File: src/fts_top_end_marker_unused.sv
// Spare source file, holds no logic of the sequencer
`default_nettype none
`default_nettype wire

File: src/fts_pkg.sv
// Constants, register map and state type of the frame timing sequencer
`default_nettype none
package fts_pkg;

  ////////////////////////////////////////////////////////////////////////////
  // System clock, carried as the system_clock_rate of the sequencer
  localparam int unsigned SYSTEM_CLOCK_RATE = 32'h01312D00;

  ////////////////////////////////////////////////////////////////////////////
  // APB byte addresses
  localparam logic [7:0] ADDR_CTRL = 8'h00;
  localparam logic [7:0] ADDR_SYNC_DLY = 8'h04;
  localparam logic [7:0] ADDR_SUBFRM = 8'h08;
  localparam logic [7:0] ADDR_QUAD_LEN = 8'h0C;
  localparam logic [7:0] ADDR_DUTY = 8'h10;
  localparam logic [7:0] ADDR_READOUT = 8'h14;
  localparam logic [7:0] ADDR_STATUS = 8'h18;

  ////////////////////////////////////////////////////////////////////////////
  // Field positions
  localparam int CTRL_EN_BIT = 0;
  localparam int CTRL_START_SEL_BIT = 1;
  localparam int CTRL_RESYNC_SEL_BIT = 2;
  localparam int CTRL_ALT_BIT = 3;
  localparam int CTRL_GROUP_BIT = 4;
  localparam int SUBFRM_BASE_LSB = 0;
  localparam int SUBFRM_SUPP_LSB = 8;
  localparam int STAT_FLAG_BIT = 0;
  localparam int STAT_SUPP_BIT = 1;
  localparam int STAT_QUAD_LSB = 2;
  localparam int STAT_STATE_LSB = 4;
  localparam int STAT_SUB_LSB = 8;

  ////////////////////////////////////////////////////////////////////////////
  // Reset values
  localparam logic [4:0] CTRL_RST = 5'h00;
  localparam logic [15:0] SYNC_DLY_RST = 16'h0001;
  localparam logic [7:0] BASE_SUB_RST = 8'h10;
  localparam logic [7:0] SUPP_SUB_RST = 8'h04;
  localparam logic [15:0] QUAD_LEN_RST = 16'h30D4;
  localparam logic [5:0] DUTY_RST = 6'h0D;
  localparam logic [15:0] READOUT_PIX_RST = 16'h12C0;

  ////////////////////////////////////////////////////////////////////////////
  // Timing counts in system clock cycles, and the index of the last quad
  localparam logic [31:0] RESET_CYCLES = 32'h000002D0;
  localparam logic [31:0] PREP_CYCLES = 32'h00000064;
  localparam logic [1:0] LAST_QUAD = 2'h3;

  // Sequencer states
  typedef enum logic [2:0] {
    ST_IDLE, ST_WAIT_SYNC, ST_RESET, ST_INTEG, ST_READOUT, ST_QUAD_DEAD, ST_FRAME_DEAD
  } fts_state_type;

endpackage
`default_nettype wire

File: src/fts_cfg_if.sv
// Configuration and status carrier between register file and sequencer
`default_nettype none
interface fts_cfg_if;
  logic tg_enable;
  logic ext_start_sel;
  logic resync_sel;
  logic frame_alternation_enable;
  logic group_dead;
  logic [15:0] sync_delay;
  logic [7:0] base_subframe_count;
  logic [7:0] supp_subframe_count;
  logic [15:0] quad_length_cycles;
  logic [5:0] duty;
  logic [15:0] readout_pix;
  fts_pkg::fts_state_type state;
  logic supp_frame;
  logic [1:0] quad_idx;
  logic [7:0] sub_idx;

  modport regs (
    output tg_enable, ext_start_sel, resync_sel, frame_alternation_enable, group_dead,
    output sync_delay, base_subframe_count, supp_subframe_count, quad_length_cycles, duty, readout_pix,
    input state, supp_frame, quad_idx, sub_idx
  );
  modport core (
    input tg_enable, ext_start_sel, resync_sel, frame_alternation_enable, group_dead,
    input sync_delay, base_subframe_count, supp_subframe_count, quad_length_cycles, duty, readout_pix,
    output state, supp_frame, quad_idx, sub_idx
  );
endinterface
`default_nettype wire

File: src/fts_apb_regs.sv
// APB register file of the frame timing sequencer
`default_nettype none
module fts_apb_regs (
  // Clock and reset
  input wire logic pclk,
  input wire logic presetn,
  // APB slave
  input wire logic psel,
  input wire logic penable,
  input wire logic pwrite,
  input wire logic [7:0] paddr,
  input wire logic [31:0] pwdata,
  output logic [31:0] prdata,
  output logic pready,
  output logic pslverr,
  // Configuration and status
  fts_cfg_if.regs cfg
);
  logic [4:0] ctrl_reg;
  logic [15:0] sync_dly_reg;
  logic [7:0] base_sub_reg;
  logic [7:0] supp_sub_reg;
  logic [15:0] quad_len_reg;
  logic [5:0] duty_reg;
  logic [15:0] readout_reg;
  logic flag_reg;

  ////////////////////////////////////////////////////////////////////////////
  // Decode; zero wait states, so every access ends in its first access cycle
  wire access = psel & penable;
  wire wr_en = access & pwrite;
  wire hit = (paddr[1:0] == 2'h0) && (paddr <= fts_pkg::ADDR_STATUS);
  wire wr_quad = wr_en && (paddr == fts_pkg::ADDR_QUAD_LEN);
  wire [31:0] min_quad = fts_pkg::RESET_CYCLES + fts_pkg::PREP_CYCLES + {16'h0000, readout_reg};
  wire [31:0] status_word = {16'h0000, cfg.sub_idx, 1'b0, cfg.state, cfg.quad_idx, cfg.supp_frame, flag_reg};
  assign pready = 1'b1;
  assign pslverr = access & ~hit; // Unmapped word or misaligned address
  wire setup_rd = psel & ~penable & ~pwrite;
  wire [31:0] rd_mux = (paddr == fts_pkg::ADDR_CTRL) ? {27'h0000000, ctrl_reg} :
    (paddr == fts_pkg::ADDR_SYNC_DLY) ? {16'h0000, sync_dly_reg} :
    (paddr == fts_pkg::ADDR_SUBFRM) ? {16'h0000, supp_sub_reg, base_sub_reg} :
    (paddr == fts_pkg::ADDR_QUAD_LEN) ? {16'h0000, quad_len_reg} :
    (paddr == fts_pkg::ADDR_DUTY) ? {26'h0000000, duty_reg} :
    (paddr == fts_pkg::ADDR_READOUT) ? {16'h0000, readout_reg} :
    (paddr == fts_pkg::ADDR_STATUS) ? status_word : 32'h00000000;

  // Read data caught at the end of setup: leaves a flop, still no wait state
  always_ff @(posedge pclk or negedge presetn) begin
    if (!presetn) begin
      prdata <= 32'h00000000;
    end else begin
      prdata <= setup_rd ? rd_mux : 32'h00000000;
    end
  end

  ////////////////////////////////////////////////////////////////////////////
  // Writable registers; the status word is read-only and ignores writes
  always_ff @(posedge pclk or negedge presetn) begin
    if (!presetn) begin
      ctrl_reg <= fts_pkg::CTRL_RST;
      sync_dly_reg <= fts_pkg::SYNC_DLY_RST;
      base_sub_reg <= fts_pkg::BASE_SUB_RST;
      supp_sub_reg <= fts_pkg::SUPP_SUB_RST;
      quad_len_reg <= fts_pkg::QUAD_LEN_RST;
      duty_reg <= fts_pkg::DUTY_RST;
      readout_reg <= fts_pkg::READOUT_PIX_RST;
    end else if (wr_en) begin
      if (paddr == fts_pkg::ADDR_CTRL) ctrl_reg <= pwdata[4:0];
      if (paddr == fts_pkg::ADDR_SYNC_DLY) sync_dly_reg <= pwdata[15:0];
      if (paddr == fts_pkg::ADDR_SUBFRM) begin
        base_sub_reg <= pwdata[fts_pkg::SUBFRM_BASE_LSB +: 8];
        supp_sub_reg <= pwdata[fts_pkg::SUBFRM_SUPP_LSB +: 8];
      end
      if (wr_quad) quad_len_reg <= pwdata[15:0];
      if (paddr == fts_pkg::ADDR_DUTY) duty_reg <= pwdata[5:0];
      if (paddr == fts_pkg::ADDR_READOUT) readout_reg <= pwdata[15:0];
    end
  end

  // Flag judged against the quad length just written
  always_ff @(posedge pclk or negedge presetn) begin
    if (!presetn) begin
      flag_reg <= 1'b0;
    end else if (wr_quad) begin
      flag_reg <= ({16'h0000, pwdata[15:0]} < min_quad);
    end
  end

  a_flag_on_write: assert property (@(posedge pclk) disable iff (!presetn)
    wr_quad |=> flag_reg == ($past(pwdata[15:0]) < $past(min_quad[15:0]) || $past(min_quad[31:16]) != 16'h0000))
    else $error("quad length flag does not match the written value");

  assign cfg.tg_enable = ctrl_reg[fts_pkg::CTRL_EN_BIT];
  assign cfg.ext_start_sel = ctrl_reg[fts_pkg::CTRL_START_SEL_BIT];
  assign cfg.resync_sel = ctrl_reg[fts_pkg::CTRL_RESYNC_SEL_BIT];
  assign cfg.frame_alternation_enable = ctrl_reg[fts_pkg::CTRL_ALT_BIT];
  assign cfg.group_dead = ctrl_reg[fts_pkg::CTRL_GROUP_BIT];
  assign cfg.sync_delay = sync_dly_reg;
  assign cfg.base_subframe_count = base_sub_reg;
  assign cfg.supp_subframe_count = supp_sub_reg;
  assign cfg.quad_length_cycles = quad_len_reg;
  assign cfg.duty = duty_reg;
  assign cfg.readout_pix = readout_reg;
endmodule
`default_nettype wire

File: src/fts_sync_delay.sv
// Frame sync pulse recognition and start delay
`default_nettype none
module fts_sync_delay (
  // Clock and reset
  input wire logic pclk,
  input wire logic presetn,
  // Pin and control
  input wire logic frame_sync_input,
  input wire logic armed,
  input wire logic [15:0] sync_delay,
  // Delayed start
  output logic sync_go
);
  logic prev_reg;
  logic seen_reg;
  logic busy_reg;
  logic [15:0] dly_cnt_reg;
  logic [15:0] since_reg;

  ////////////////////////////////////////////////////////////////////////////
  // A pulse counts on its second high cycle, once per pulse
  wire two_high = frame_sync_input & prev_reg;
  wire recog = two_high & ~seen_reg & armed & ~busy_reg;
  wire [15:0] eff_delay = (sync_delay == 16'h0000) ? 16'h0001 : sync_delay; // Guard against a zero setting
  assign sync_go = busy_reg && (dly_cnt_reg == 16'h0000) && armed;

  // Delay counter runs from recognition to the start pulse
  always_ff @(posedge pclk or negedge presetn) begin
    if (!presetn) begin
      prev_reg <= 1'b0;
      seen_reg <= 1'b0;
      busy_reg <= 1'b0;
      dly_cnt_reg <= 16'h0000;
      since_reg <= 16'h0000;
    end else begin
      prev_reg <= frame_sync_input;
      seen_reg <= frame_sync_input & (seen_reg | prev_reg);
      since_reg <= recog ? 16'h0001 : since_reg + 16'h0001;
      if (!armed || sync_go) begin
        busy_reg <= 1'b0;
      end else if (recog) begin
        busy_reg <= 1'b1;
        dly_cnt_reg <= eff_delay - 16'h0001;
      end else if (busy_reg) begin
        dly_cnt_reg <= dly_cnt_reg - 16'h0001;
      end
    end
  end

  a_sync_delay_len: assert property (@(posedge pclk) disable iff (!presetn)
    sync_go |-> since_reg == eff_delay)
    else $error("frame start not at the programmed delay after the sync pulse");

  a_two_high_cycles: assert property (@(posedge pclk) disable iff (!presetn)
    $rose(busy_reg) |-> $past(frame_sync_input) && $past(frame_sync_input, 2))
    else $error("sync pulse taken before two high cycles");
endmodule
`default_nettype wire

File: src/fts_top.sv
// Frame timing sequencer: frame, sub-frame, quad and stage sequencing
//
// Summary of operation
// - Enable bit low keeps sequencing idle.
// - External start select: frames wait for sync.
// - Resync select: realign to sync, else free-run.
// - Both selects set: resync behaviour wins.
// - Frame starts programmed cycles after sync.
// - External start ignores pulses during a frame.
// - Resync pulse aborts and restarts current frame.
// - Always four quads per sub-frame.
// - Alternation makes every other frame supplementary.
// - Base frames use base sub-frame count.
// - Supplementary frames use supplementary sub-frame count.
// - Ungrouped quads last programmed quad length, or reset, integration and readout if those run longer.
// - Read-only flag: quad length too short.
// - Dead time per quad or lumped per frame.
// - Quad dead time from length, duty, reset, readout.
// - Lumped dead time: sub-frames times four quads.
// - Reset stage lasts exactly 720 cycles.
// - Stages: reset, integration, readout, dead.
// - Readout includes 100 cycle preparation period.
`default_nettype none
module fts_top (
  // Clock and reset
  input wire logic pclk,
  input wire logic presetn,
  // APB slave
  input wire logic psel,
  input wire logic penable,
  input wire logic pwrite,
  input wire logic [7:0] paddr,
  input wire logic [31:0] pwdata,
  output logic [31:0] prdata,
  output logic pready,
  output logic pslverr,
  // Frame sync pin
  input wire logic frame_sync_input,
  // Sequencing outputs
  output fts_pkg::fts_state_type stage_state,
  output logic frame_start_pulse,
  output logic supp_frame,
  output logic [1:0] quad_index,
  output logic [7:0] subframe_index,
  output logic adc_low_power
);
  fts_cfg_if cfg_bus();

  fts_pkg::fts_state_type state_reg, state_next;
  logic [31:0] cnt_reg, cnt_next;
  logic [1:0] quad_reg, quad_next;
  logic [7:0] sub_reg, sub_next;
  logic supp_reg, supp_next;
  logic fstart_reg, fstart_next;
  logic low_power_reg;
  logic [31:0] run_reg;
  logic sync_go;

  ////////////////////////////////////////////////////////////////////////////
  // Register file and sync pulse handling
  fts_apb_regs u_regs (
    .pclk(pclk),
    .presetn(presetn),
    .psel(psel),
    .penable(penable),
    .pwrite(pwrite),
    .paddr(paddr),
    .pwdata(pwdata),
    .prdata(prdata),
    .pready(pready),
    .pslverr(pslverr),
    .cfg(cfg_bus.regs)
  );

  // Resync takes precedence when both selects are set
  wire resync_mode = cfg_bus.resync_sel;
  wire slave_mode = cfg_bus.ext_start_sel & ~cfg_bus.resync_sel;
  wire running = (state_reg != fts_pkg::ST_IDLE) && (state_reg != fts_pkg::ST_WAIT_SYNC);
  // External start only listens between frames, so mid-frame pulses are dropped
  wire armed = cfg_bus.tg_enable & (resync_mode | (slave_mode & (state_reg == fts_pkg::ST_WAIT_SYNC)));
  wire resync_go = resync_mode & sync_go & running;

  fts_sync_delay u_sync (
    .pclk(pclk),
    .presetn(presetn),
    .frame_sync_input(frame_sync_input),
    .armed(armed),
    .sync_delay(cfg_bus.sync_delay),
    .sync_go(sync_go)
  );

  ////////////////////////////////////////////////////////////////////////////
  // Stage lengths; duty and integration length are each clamped to at least one so integration never vanishes
  wire [5:0] duty_eff = (cfg_bus.duty == 6'h00) ? 6'h01 : cfg_bus.duty;
  wire [21:0] integ_prod = 22'(cfg_bus.quad_length_cycles) * 22'(duty_eff);
  wire [31:0] integ_len = (integ_prod[21:6] == 16'h0000) ? 32'h00000001 : {16'h0000, integ_prod[21:6]};
  wire [31:0] readout_len = fts_pkg::PREP_CYCLES + {16'h0000, cfg_bus.readout_pix};
  wire [31:0] busy_len = fts_pkg::RESET_CYCLES + integ_len + readout_len;
  wire [31:0] quad_len = {16'h0000, cfg_bus.quad_length_cycles};
  // Too short a quad leaves no dead time rather than a negative one
  wire [31:0] quad_dead = (quad_len > busy_len) ? quad_len - busy_len : 32'h00000000;
  wire [7:0] cur_sub = supp_reg ? cfg_bus.supp_subframe_count : cfg_bus.base_subframe_count;
  wire [31:0] frame_dead = {22'h000000, cur_sub, 2'h0} * quad_dead;
  wire stage_done = (cnt_reg == 32'h00000000);
  wire last_quad = (quad_reg == fts_pkg::LAST_QUAD);
  wire last_sub = (sub_reg == cur_sub - 8'h01);

  ////////////////////////////////////////////////////////////////////////////
  // Sequencer next state
  always_comb begin
    logic quad_end;
    logic frame_end;
    logic start;
    quad_end = 1'b0;
    frame_end = 1'b0;
    start = 1'b0;
    state_next = state_reg;
    cnt_next = stage_done ? cnt_reg : cnt_reg - 32'h00000001;
    quad_next = quad_reg;
    sub_next = sub_reg;
    supp_next = supp_reg;
    fstart_next = 1'b0;
    if (!cfg_bus.tg_enable) begin
      state_next = fts_pkg::ST_IDLE;
      cnt_next = 32'h00000000;
      quad_next = 2'h0;
      sub_next = 8'h00;
      supp_next = 1'b0;
    end else if (resync_go) begin
      start = 1'b1;
    end else begin
      case (state_reg)
        fts_pkg::ST_IDLE: begin
          if (slave_mode) state_next = fts_pkg::ST_WAIT_SYNC;
          else start = 1'b1;
        end
        fts_pkg::ST_WAIT_SYNC: begin
          if (sync_go || !slave_mode) start = 1'b1;
        end
        fts_pkg::ST_RESET: begin
          if (stage_done) begin
            state_next = fts_pkg::ST_INTEG;
            cnt_next = integ_len - 32'h00000001;
          end
        end
        fts_pkg::ST_INTEG: begin
          if (stage_done) begin
            state_next = fts_pkg::ST_READOUT;
            cnt_next = readout_len - 32'h00000001;
          end
        end
        fts_pkg::ST_READOUT: begin
          if (stage_done) begin
            if (!cfg_bus.group_dead && quad_dead != 32'h00000000) begin
              state_next = fts_pkg::ST_QUAD_DEAD;
              cnt_next = quad_dead - 32'h00000001;
            end else begin
              quad_end = 1'b1;
            end
          end
        end
        fts_pkg::ST_QUAD_DEAD: begin
          if (stage_done) quad_end = 1'b1;
        end
        fts_pkg::ST_FRAME_DEAD: begin
          if (stage_done) frame_end = 1'b1;
        end
        default: begin
          state_next = fts_pkg::ST_IDLE;
        end
      endcase
    end
    // Quad wrap into sub-frame and frame
    if (quad_end) begin
      if (last_quad && last_sub) begin
        if (cfg_bus.group_dead && frame_dead != 32'h00000000) begin
          state_next = fts_pkg::ST_FRAME_DEAD;
          cnt_next = frame_dead - 32'h00000001;
        end else begin
          frame_end = 1'b1;
        end
      end else begin
        quad_next = quad_reg + 2'h1;
        if (last_quad) sub_next = sub_reg + 8'h01;
        state_next = fts_pkg::ST_RESET;
        cnt_next = fts_pkg::RESET_CYCLES - 32'h00000001;
      end
    end
    // Completed frame flips the kind when alternation is on
    if (frame_end) begin
      supp_next = cfg_bus.frame_alternation_enable ? ~supp_reg : 1'b0;
      quad_next = 2'h0;
      sub_next = 8'h00;
      if (slave_mode) state_next = fts_pkg::ST_WAIT_SYNC;
      else start = 1'b1;
    end
    // Fresh frame; an aborted frame keeps its kind
    if (start) begin
      state_next = fts_pkg::ST_RESET;
      cnt_next = fts_pkg::RESET_CYCLES - 32'h00000001;
      quad_next = 2'h0;
      sub_next = 8'h00;
      fstart_next = 1'b1;
    end
  end

  ////////////////////////////////////////////////////////////////////////////
  // Sequencer state
  always_ff @(posedge pclk or negedge presetn) begin
    if (!presetn) begin
      state_reg <= fts_pkg::ST_IDLE;
      cnt_reg <= 32'h00000000;
      quad_reg <= 2'h0;
      sub_reg <= 8'h00;
      supp_reg <= 1'b0;
      fstart_reg <= 1'b0;
      low_power_reg <= 1'b0;
    end else begin
      state_reg <= state_next;
      cnt_reg <= cnt_next;
      quad_reg <= quad_next;
      sub_reg <= sub_next;
      supp_reg <= supp_next;
      fstart_reg <= fstart_next;
      low_power_reg <= (state_next == fts_pkg::ST_QUAD_DEAD) || (state_next == fts_pkg::ST_FRAME_DEAD);
    end
  end

  // Cycles spent in the current stage, for the checks below
  always_ff @(posedge pclk or negedge presetn) begin
    if (!presetn) begin
      run_reg <= 32'h00000000;
    end else begin
      run_reg <= (state_next != state_reg || fstart_next) ? 32'h00000000 : run_reg + 32'h00000001;
    end
  end

  assign stage_state = state_reg;
  assign frame_start_pulse = fstart_reg;
  assign supp_frame = supp_reg;
  assign quad_index = quad_reg;
  assign subframe_index = sub_reg;
  assign adc_low_power = low_power_reg;
  assign cfg_bus.state = state_reg;
  assign cfg_bus.supp_frame = supp_reg;
  assign cfg_bus.quad_idx = quad_reg;
  assign cfg_bus.sub_idx = sub_reg;

  ////////////////////////////////////////////////////////////////////////////
  // Checks
  a_idle_when_off: assert property (@(posedge pclk) disable iff (!presetn)
    !cfg_bus.tg_enable |=> state_reg == fts_pkg::ST_IDLE && quad_reg == 2'h0 && sub_reg == 8'h00 && !supp_reg)
    else $error("sequencer not idle while disabled");

  a_reset_stage_len: assert property (@(posedge pclk) disable iff (!presetn)
    (state_reg == fts_pkg::ST_RESET && state_next == fts_pkg::ST_INTEG) |-> run_reg == fts_pkg::RESET_CYCLES - 32'h00000001)
    else $error("reset stage not 720 cycles");

  a_readout_len: assert property (@(posedge pclk) disable iff (!presetn)
    (state_reg == fts_pkg::ST_READOUT && state_next != fts_pkg::ST_READOUT && cfg_bus.tg_enable && !resync_go
     && $stable(cfg_bus.readout_pix)) |-> run_reg == readout_len - 32'h00000001)
    else $error("readout stage length wrong");

  a_four_quads: assert property (@(posedge pclk) disable iff (!presetn)
    (sub_next != sub_reg && sub_next != 8'h00) |-> quad_reg == 2'h3 ##1 quad_reg == 2'h0)
    else $error("sub-frame advanced before the fourth quad");

  a_slave_waits: assert property (@(posedge pclk) disable iff (!presetn)
    (state_reg == fts_pkg::ST_WAIT_SYNC && slave_mode && !sync_go && cfg_bus.tg_enable)
      |=> state_reg == fts_pkg::ST_WAIT_SYNC && !frame_start_pulse)
    else $error("external start frame began without a sync pulse");

  a_slave_ignores: assert property (@(posedge pclk) disable iff (!presetn)
    (slave_mode && running) |-> !sync_go)
    else $error("sync pulse accepted during a frame");

  a_resync_abort: assert property (@(posedge pclk) disable iff (!presetn)
    (resync_go && cfg_bus.tg_enable) |=> state_reg == fts_pkg::ST_RESET && quad_reg == 2'h0
      && sub_reg == 8'h00 && frame_start_pulse)
    else $error("resync pulse did not restart the frame");

  a_alt_toggle: assert property (@(posedge pclk) disable iff (!presetn)
    (fstart_next && !resync_go && running && cfg_bus.tg_enable)
      |=> supp_reg == ($past(cfg_bus.frame_alternation_enable) ? !$past(supp_reg) : 1'b0))
    else $error("frame kind did not alternate");

  a_no_quad_dead_grouped: assert property (@(posedge pclk) disable iff (!presetn)
    $rose(state_reg == fts_pkg::ST_QUAD_DEAD) |-> !$past(cfg_bus.group_dead))
    else $error("quad dead time inserted in grouped operation");

  a_low_power_dead: assert property (@(posedge pclk) disable iff (!presetn)
    low_power_reg == (state_reg == fts_pkg::ST_QUAD_DEAD || state_reg == fts_pkg::ST_FRAME_DEAD))
    else $error("converter low-power level disagrees with the stage");

  a_quad_dead_len: assert property (@(posedge pclk) disable iff (!presetn)
    (state_reg == fts_pkg::ST_QUAD_DEAD && state_next != fts_pkg::ST_QUAD_DEAD && cfg_bus.tg_enable && !resync_go
     && $stable(quad_dead)) |-> run_reg == quad_dead - 32'h00000001)
    else $error("quad dead time length wrong");

  a_frame_dead_len: assert property (@(posedge pclk) disable iff (!presetn)
    (state_reg == fts_pkg::ST_FRAME_DEAD && state_next != fts_pkg::ST_FRAME_DEAD && cfg_bus.tg_enable && !resync_go
     && $stable(frame_dead)) |-> run_reg == frame_dead - 32'h00000001)
    else $error("frame dead time length wrong");
endmodule
`default_nettype wire

File: config.mk
export PLATFORM = sky130hd
export DESIGN_NAME = fts_top
export DESIGN_NICKNAME = d
export VERILOG_FILES = /design/src/fts_top_end_marker_unused.sv /design/src/fts_pkg.sv /design/src/fts_cfg_if.sv /design/src/fts_apb_regs.sv /design/src/fts_sync_delay.sv /design/src/fts_top.sv
export SDC_FILE = /design/constraint.sdc
export NUM_CORES = 1
export LEC_CHECK = 0
export BUFFER_PORTS_ARGS = -buffer_cell sky130_fd_sc_hd__buf_2
export CAP_MARGIN = 30
export CELL_PAD_IN_SITES_DETAIL_PLACEMENT = 1
export CELL_PAD_IN_SITES_GLOBAL_PLACEMENT = 1
export CORE_ASPECT_RATIO = 0.7
export CORE_MARGIN = 2
export CORE_UTILIZATION = 30
export DETAILED_ROUTE_END_ITERATION = 8
export PLACE_DENSITY_LB_ADDON = 0.2
export SYNTH_ARGS = -nofsm -noshare
export SYNTH_HDL_FRONTEND = slang
export SYNTH_SLANG_ARGS = --single-unit
File: constraint.sdc
create_clock -name pclk -period 41.4 [get_ports pclk]
set_clock_uncertainty 0.05 [all_clocks]
set_input_delay 8.28 -clock pclk [delete_from_list [all_inputs] [get_ports pclk]]
set_output_delay 8.28 -clock pclk [all_outputs]
set_load 0.03 [all_outputs]
==> metrics.txt, run 1 <==
setup TNS=0 ns; Final period util=0.459; max-slew violations=0; part of the power in combinational logic=0.390; post-route worst setup slack=between 20 and 25 ns; DRC=0; port bufs=62; register area=0.00400 mm2; Seq cells post-synth=between 150 and 200; WP data required=41.63 ns; max reg flops=32; Detail Placement HPWL=74600 um; Final Hold Viols=0; drt wl/cell=24.3 um; slowest stage delay, CP=roughly 0.80 ns; met3 WL post-DR=5450 um; H-tree depth=4; # setup viols final=0; Initial Util=0.302; top cell type's share of synthesized area=0.160; kind of end point of the critical path=flip-flop; mapped cell area=around 0.023 mm2; synthesized instance count=~2800; sequential share of power=0.305; Synth area leaders=fa_1, dfrtp_1, ha_1; clk sink count=159; clock share of power=0.306; worst-path maximum fanout=19; CTS tree=built; FMAX=52.7 MHz; crit-path most repeated cell=fa_1; Root Driver=clkbuf_16; largest net degree at the start of global routing=58; critical path class=reg2reg; Post-CTS Resized=0; met2 wire len=37800 um; Synth top cells by count=nand2_1, inv_1, fa_1; 1st-iter DRT viols=1743; startpoint types=flip-flop; first-pass GRT wire length=143000 um; final instance area=0.0250 mm2; Worst IR Drop VDD=between 20 and 30 uV; CP max stage cell=nor3_1; DIE HEIGHT=236 um; DR top layer=met4; CP top delay family=adder cells; DIE WIDTH=336 um; vias per cell=5.76; syn avg cell area=8.20 um2; Setup Fix Bufs, Post-CTS=0; number of I/O pins=96; Fillers=between 9000 and 10000; Crit Reg-Reg Startpoint=u_regs.cfg.duty[1]; RSZ-0062 raised after global routing=no; yosys warns=0; FF-to-FF End=cnt_reg[28]; total gr overflow=0; Distinct cells, synth=115; Post-DP Area=around 0.024 mm2; top_reg_cell synth=dfrtp_1; antenna-violating nets left=0; max_cap viols=0; clk slew on worst S/H paths=0.08 ns; number of synthesized flops with an enable pin=0; switching share of power=0.425; Tmin final=about 19 ns; total track usage=0.234; Arr. time, crit path=19.23 ns; first-pass detailed-route iteration total=5; critical path depth=55; NetSw=about 0.25 mW; CTS Buf Count=17; sequential area share after synthesis=0.173; Setup crit start=u_regs.cfg.duty[1]; leak pwr=10.4 nW; final net count=around 3200; FF-to-FF path depth=55; core area=0.0766 mm2; Buf/Inv on CP=4; top-count cell post-synth=nand2_1; worst slew pin tran=roughly 1.0 ns; power per cell area=23.4 mW/mm2; Worst Setup EP=cnt_reg[28]; DR vias=21943; pre-CTS setup slack=22.48 ns; clock buffer depth=2; worst reg2reg setup slack=around 22 ns; Min-Delay Path Class=reg2reg; share of layout cells above drive strength 1=0.111; routed wire length=about 93000 um; number of global-route vias before repair=between 20000 and 25000; row cnt=85; Die Area=0.0794 mm2; clk_lat worst skew=0.47 ns; met1 WL=48100 um; ys async rst share=1.00; relative slew slack=0.309; hold_buf cts=0; Int Power=~0.34 mW; ANT cells=0; RD Place Congestion=roughly 0.93; initial antenna violation count=2; largest area contributor in the netlist=fa_1; area of the multi-input gates=0.0178 mm2; status=complete, no violations; area delta synth->final=8.09%
[per-layer routing]
metal  vias up  GRT usage
met3        62     0.0374
li1       9898          -
met2       524      0.330
met4         0     0.0390
met1     11459      0.370
met5         -          0
[cell families after synthesis]
logic type,after synthesis,synth area share
DFF,159,0.173
muxes,109,0.0521
buffers and inverters,361,0.0633
other,2,0.000325
xor gates and xnor gates,147,0.0556
AOI/OAI and AO/OA,699,0.203
adders and majority gates,322,0.234
and+or+nand+nor,1024,0.218
[power groups by stage]
stage / Sequential, mW / Combinational (mW) / Clock (mW)
finish: 0.179 / 0.228 / 0.179
global route: 0.180 / 0.247 / 0.187
CTS: 0.178 / 0.224 / 0.181
detailed placement: 0.181 / 0.222 / 0
global placement: 0.180 / 0.217 / 0
floorplan: 0.178 / 0.147 / 0
[per-stage QoR]
step	hold slack, ns	util	std cells	total power [mW]
after global placement	0.405	0.318	3772	0.398
after global routing	0.473	0.327	3810	0.614
final	0.439	0.327	3810	0.586
after detailed placement	0.419	0.318	3775	0.403
after CTS	0.439	0.326	3807	0.582
after floorplan	0.392	-	2846	0.325
[layout by cell type, fill, tap and decap left out, drive strengths merged, types with 18 or more instances in the layout]
master  count
nand4      35
inv       199
and3       31
xor2       73
a21o       38
o21ai     153
or3        25
nor4       30
mux2i      18
buf       100
or2        22
o211ai     25
nand2     383
a21oi     190
fa        185
clkbuf     18
conb       25
a22oi      20
o21a       24
ha        137
o31ai      18
nand2b     30
nor3       80
and2       39
a31oi      31
nor2      186
nand3      77
xnor2      74
dfrtp     143
mux2       91
a211oi     31
[how the worst min path moves through the flow]
stage,depth (start not counted),to,startpoint
after CTS,1,u_sync.seen_reg,u_sync.seen_reg
after global routing,1,u_sync.seen_reg,u_sync.seen_reg
after floorplan,1,u_sync.seen_reg,u_sync.seen_reg
after detailed placement,1,u_sync.seen_reg,u_sync.seen_reg
final,1,u_sync.seen_reg,u_sync.seen_reg
after global placement,1,u_sync.seen_reg,u_sync.seen_reg
[cell type report]
cell class | instances | share of cell area
clock buffer | 18 | 0.0172
tap | 1000 | 0.0500
timing repair buffer | 100 | 0.0252
sequential | 159 | 0.160
inverter | 193 | 0.0290
multi-input combinational | 2326 | 0.711
clock inverter | 14 | 0.00785
Note: power is estimated with default switching activity, not from simulation.
==> inputs of run 2 (changes only) <==
Clock period 41.4 ns to 19.1 ns, I/O delays scaled along.
==> run 2 against run 1 <==
Combinational power increased by 120%. Final cell count is essentially flat. Largest power group unchanged. Largest cell class unchanged. Critical path type unchanged. Final area is essentially flat.
==> metrics.txt, run 2 (synthesized netlist as in run 1, its figures left out) <==
startpoint types=flip-flop; Pwr Total=roughly 1.3 mW; # setup viols final=0; clock buffer depth=2; clk_lat worst skew=about 0.46 ns; Arr. time, crit path=about 18 ns; RSZ-0062 raised after global routing=no; Final period util=0.945; first-pass GRT wire length=141000 um; 1st-iter DRT viols=between 1500 and 2000; post-route worst setup slack=~1.1 ns; FF-to-FF End=cnt_reg[9]; DRC=0; Worst Setup EP=cnt_reg[9]; row cnt=85; number of I/O pins=96; setup TNS=0 ns; core area=0.0766 mm2; DIE WIDTH=between 300 and 400 um; max reg flops=32; Setup crit start=u_regs.cfg.duty[5]; Final Hold Viols=0; status=complete, no violations; total track usage=0.232; DIE HEIGHT=236 um; share of layout cells above drive strength 1=0.113; total gr overflow=0; slowest stage delay, CP=about 0.86 ns; clk slew on worst S/H paths=0.08 ns; RD Place Congestion=0.931; Root Driver=clkbuf_16; initial antenna violation count=6; Die Area=0.0794 mm2; port bufs=62; CP max stage cell=dfrtp_1; WP data required=around 19 ns; CTS Buf Count=17; worst reg2reg setup slack=1.06 ns; commonest non-fill, non-tap cell in the layout=nand2_1; Tmin final=approximately 18 ns; first-pass detailed-route iteration total=6; WHS=0.429 ns; Min-Delay Path Class=reg2reg; Initial Util=0.302; final instance area=0.0250 mm2; DR vias=21821; CP top delay family=adder cells; area delta synth->final=8.19%; leak pwr=10.4 nW; Crit Reg-Reg Startpoint=u_regs.cfg.duty[5]; routed wire length=92500 um; Final Core Density=0.327; max-slew violations=0; Buf/Inv on CP=7; pre-CTS setup slack=1.21 ns; Post-DP Area=0.0244 mm2; FMAX=approximately 55 MHz; worst slew pin tran=around 1.1 ns; kind of end point of the critical path=flip-flop; hold_buf cts=0; antenna-violating nets left=0; crit-path most repeated cell=fa_1; drt wl/cell=24.3 um; Final Non-Filler Cells=3813; power per cell area=50.0 mW/mm2; vias per cell=between 5 and 6; Worst IR Drop VDD=65.7 uV; max_cap viols=0; final net count=approximately 3200; H-tree depth=4; worst-path maximum fanout=22; Detail Placement HPWL=74500 um; Inst Count DP=3779; FF-to-FF path depth=57; critical path depth=57; largest net degree at the start of global routing=92; leading cell types in the layout, fill and taps excluded=nand2_1, inv_1, fa_1, a21oi_1, nor2_1; number of global-route vias before repair=22271; clk sink count=around 160; critical path class=reg2reg; CTS tree=built; relative slew slack=0.297
## run 2: per-layer routing
layer	part of all wire	track usage	vias up	wire, um
met4	0.015	0.0372	2	1340
met2	0.40	0.323	605	37100
met5	0.00014	0	-	13
met3	0.064	0.0375	71	5880
li1	-	-	9915	-
met1	0.52	0.370	11228	48100
## run 2: what timing repair did
item                       CTS  global route
hold endpoints to repair     0             0
setup buffers                0             0
gates resized for setup      0             4
setup endpoints to repair    0            19
## run 2: report_power, final
group          switching [mW]  internal, mW
clock network           0.180         0.190
registers              0.0275         0.358
logic                   0.335         0.161
## run 2: worst min path at each step
stage	start	end	slack [ns]	cells after the start
2_1_floorplan	u_sync.seen_reg	u_sync.seen_reg	0.39	1
3_3_place_gp	u_sync.seen_reg	u_sync.seen_reg	0.40	1
3_5_place_dp	u_sync.seen_reg	u_sync.seen_reg	0.42	1
4_1_cts	u_sync.seen_reg	u_sync.seen_reg	0.44	1
5_1_grt	u_sync.seen_reg	u_sync.seen_reg	0.46	1
6_report	u_sync.seen_reg	u_sync.seen_reg	0.43	1
## run 2: final cells by class
class | instances | area, um2
timing repair buffer | 102 | 641
clock inverter | 15 | 189
sequential | 159 | 4000
fill | 9107 | 51500
multi-input combinational | 2326 | 17800
inverter | 193 | 724
clock buffer | 17 | 425
antenna | 1 | 2.50
tap | 1000 | 1250
==> inputs of run 3 (changes only) <==
Clock period 19.1 ns to 18 ns, I/O delays scaled along.
==> run 3 against run 2 <==
Sequential power grew 6.0%. Register-to-register slack gained 0.09 ns. Core utilization grew 0.33 points. Global-route usage grew 0.43 points. Clock power grew 1%. Setup slack gained 0.086 ns. Critical path type unchanged. Die area is the same. Critical endpoint is now cnt_reg[24]. Highest routed layer is now met4.
==> metrics.txt, run 3 (synthesized netlist as in run 1, its figures left out) <==
Hold Crit Depth=1; total gr overflow=0; CP top delay family=adder cells; met1 Resource Use GR=0.379; H-tree depth=4; total track usage=0.236; Detail Placement HPWL=75400 um; number of global-route vias before repair=between 20000 and 25000; DIE HEIGHT=236 um; first-pass GRT wire length=roughly 140000 um; initial antenna violation count=4; clock buffer depth=2; global route hottest layer=met1; area delta synth->final=9.29%; worst slew pin tran=1.19 ns; Arr. time, crit path=17.13 ns; DRC=0; leading cell types in the layout, fill and taps excluded=nand2_1, inv_1, fa_1, nor2_1, a21oi_1; Initial Util=0.302; # setup viols final=0; Final Core Density=0.330; startpoint types=flip-flop; core area=0.0766 mm2; worst-path maximum fanout=19; commonest non-fill, non-tap cell in the layout=nand2_1; row cnt=85; Root Driver=clkbuf_16; pre-CTS setup slack=0.804 ns; power per cell area=52.4 mW/mm2; status=complete, no violations; clk sink count=roughly 160; leak pwr=10.6 nW; 1st-iter DRT viols=1635; DIE WIDTH=336 um; met3 usage in global routing=0.0307; largest net degree at the start of global routing=100; Setup crit start=u_regs.cfg.duty[3]; critical path depth=58; setup TNS=0 ns; Tmin final=16.86 ns; clk slew on worst S/H paths=0.08 ns; share of layout cells above drive strength 1=0.125; Final Hold Viols=0; Min-Delay Path Class=reg2reg; Crit Reg-Reg Startpoint=u_regs.cfg.duty[3]; max reg flops=32; CTS tree=built; CP max stage cell=o31ai_1; relative slew slack=0.204; post-route worst setup slack=roughly 1.1 ns; met2 usage=0.338; final net count=3204; max-slew violations=0; crit-path most repeated cell=fa_1; RD Place Congestion=0.937; Final period util=0.937; antenna-violating nets left=0; FMAX=59.3 MHz; critical path class=reg2reg; first-pass detailed-route iteration total=6; RSZ-0062 raised after global routing=no; routed wire length=93900 um; slowest stage delay, CP=0.59 ns; port bufs=62; vias per cell=5.73; drt wl/cell=24.4 um; final instance area=0.0253 mm2; FF-to-FF path depth=between 50 and 60; clk_lat worst skew=0.47 ns; Post-DP Area=0.0246 mm2; Die Area=0.0794 mm2; WP data required=between 15 and 20 ns; Buf/Inv on CP=7; kind of end point of the critical path=flip-flop; CTS Buf Count=17; number of I/O pins=96; max_cap viols=0; Worst IR Drop VDD=70.0 uV; HP Start=u_sync.seen_reg; DR vias=22075; Pwr Total=around 1.3 mW
-- run 3: through the flow --
step | hold slack (ns) | instances
floorplan | 0.392 | 2846
CTS | 0.436 | 3844
global route | 0.458 | 3849
global placement | 0.405 | 3811
finish | 0.434 | 3850
detailed placement | 0.411 | 3812
-- run 3: metal layers --
layer	routed length, um	vias to the layer above	part of all wire
met4	771	0	0.0082
met3	6100	48	0.065
li1	-	9989	-
met1	48600	11415	0.52
met2	38500	623	0.41
met5	0	-	0
-- run 3: power breakdown --
group / switching, mW / internal (mW) / leakage (nW)
logic: 0.359 / 0.182 / 8.28
registers: 0.0291 / 0.380 / 2.04
clock network: 0.186 / 0.189 / 0.288
total: 0.575 / 0.751 / 10.6
-- run 3: layout make-up --
cell class | instances | area (um2)
Tap cell | 1000 | 1250
Clock buffer | 18 | 439
Inverter | 193 | 724
Fill cell | 9108 | 51300
Multi-Input combinational cell | 2326 | 17800
Antenna cell | 1 | 2.50
Timing Repair Buffer | 139 | 927
Sequential cell | 159 | 4000
Clock inverter | 14 | 136
-- run 3: worst paths after layout --
check	to	slack, ns
setup reg to reg	cnt_reg[24]	1.14
setup / recovery	cnt_reg[24]	1.14
min in group asynchronous	u_regs.cfg.sync_delay[7]	2.97
hold / removal	u_sync.seen_reg	0.43
max in group asynchronous	cnt_reg[25]	13.36
hold reg to reg	u_sync.seen_reg	0.43
-- run 3: what timing repair did --
action / CTS / global route
setup buffers: 0 / 3
gates resized for setup: 0 / 6
hold buffers: 0 / 0
setup endpoints to repair: 0 / 48
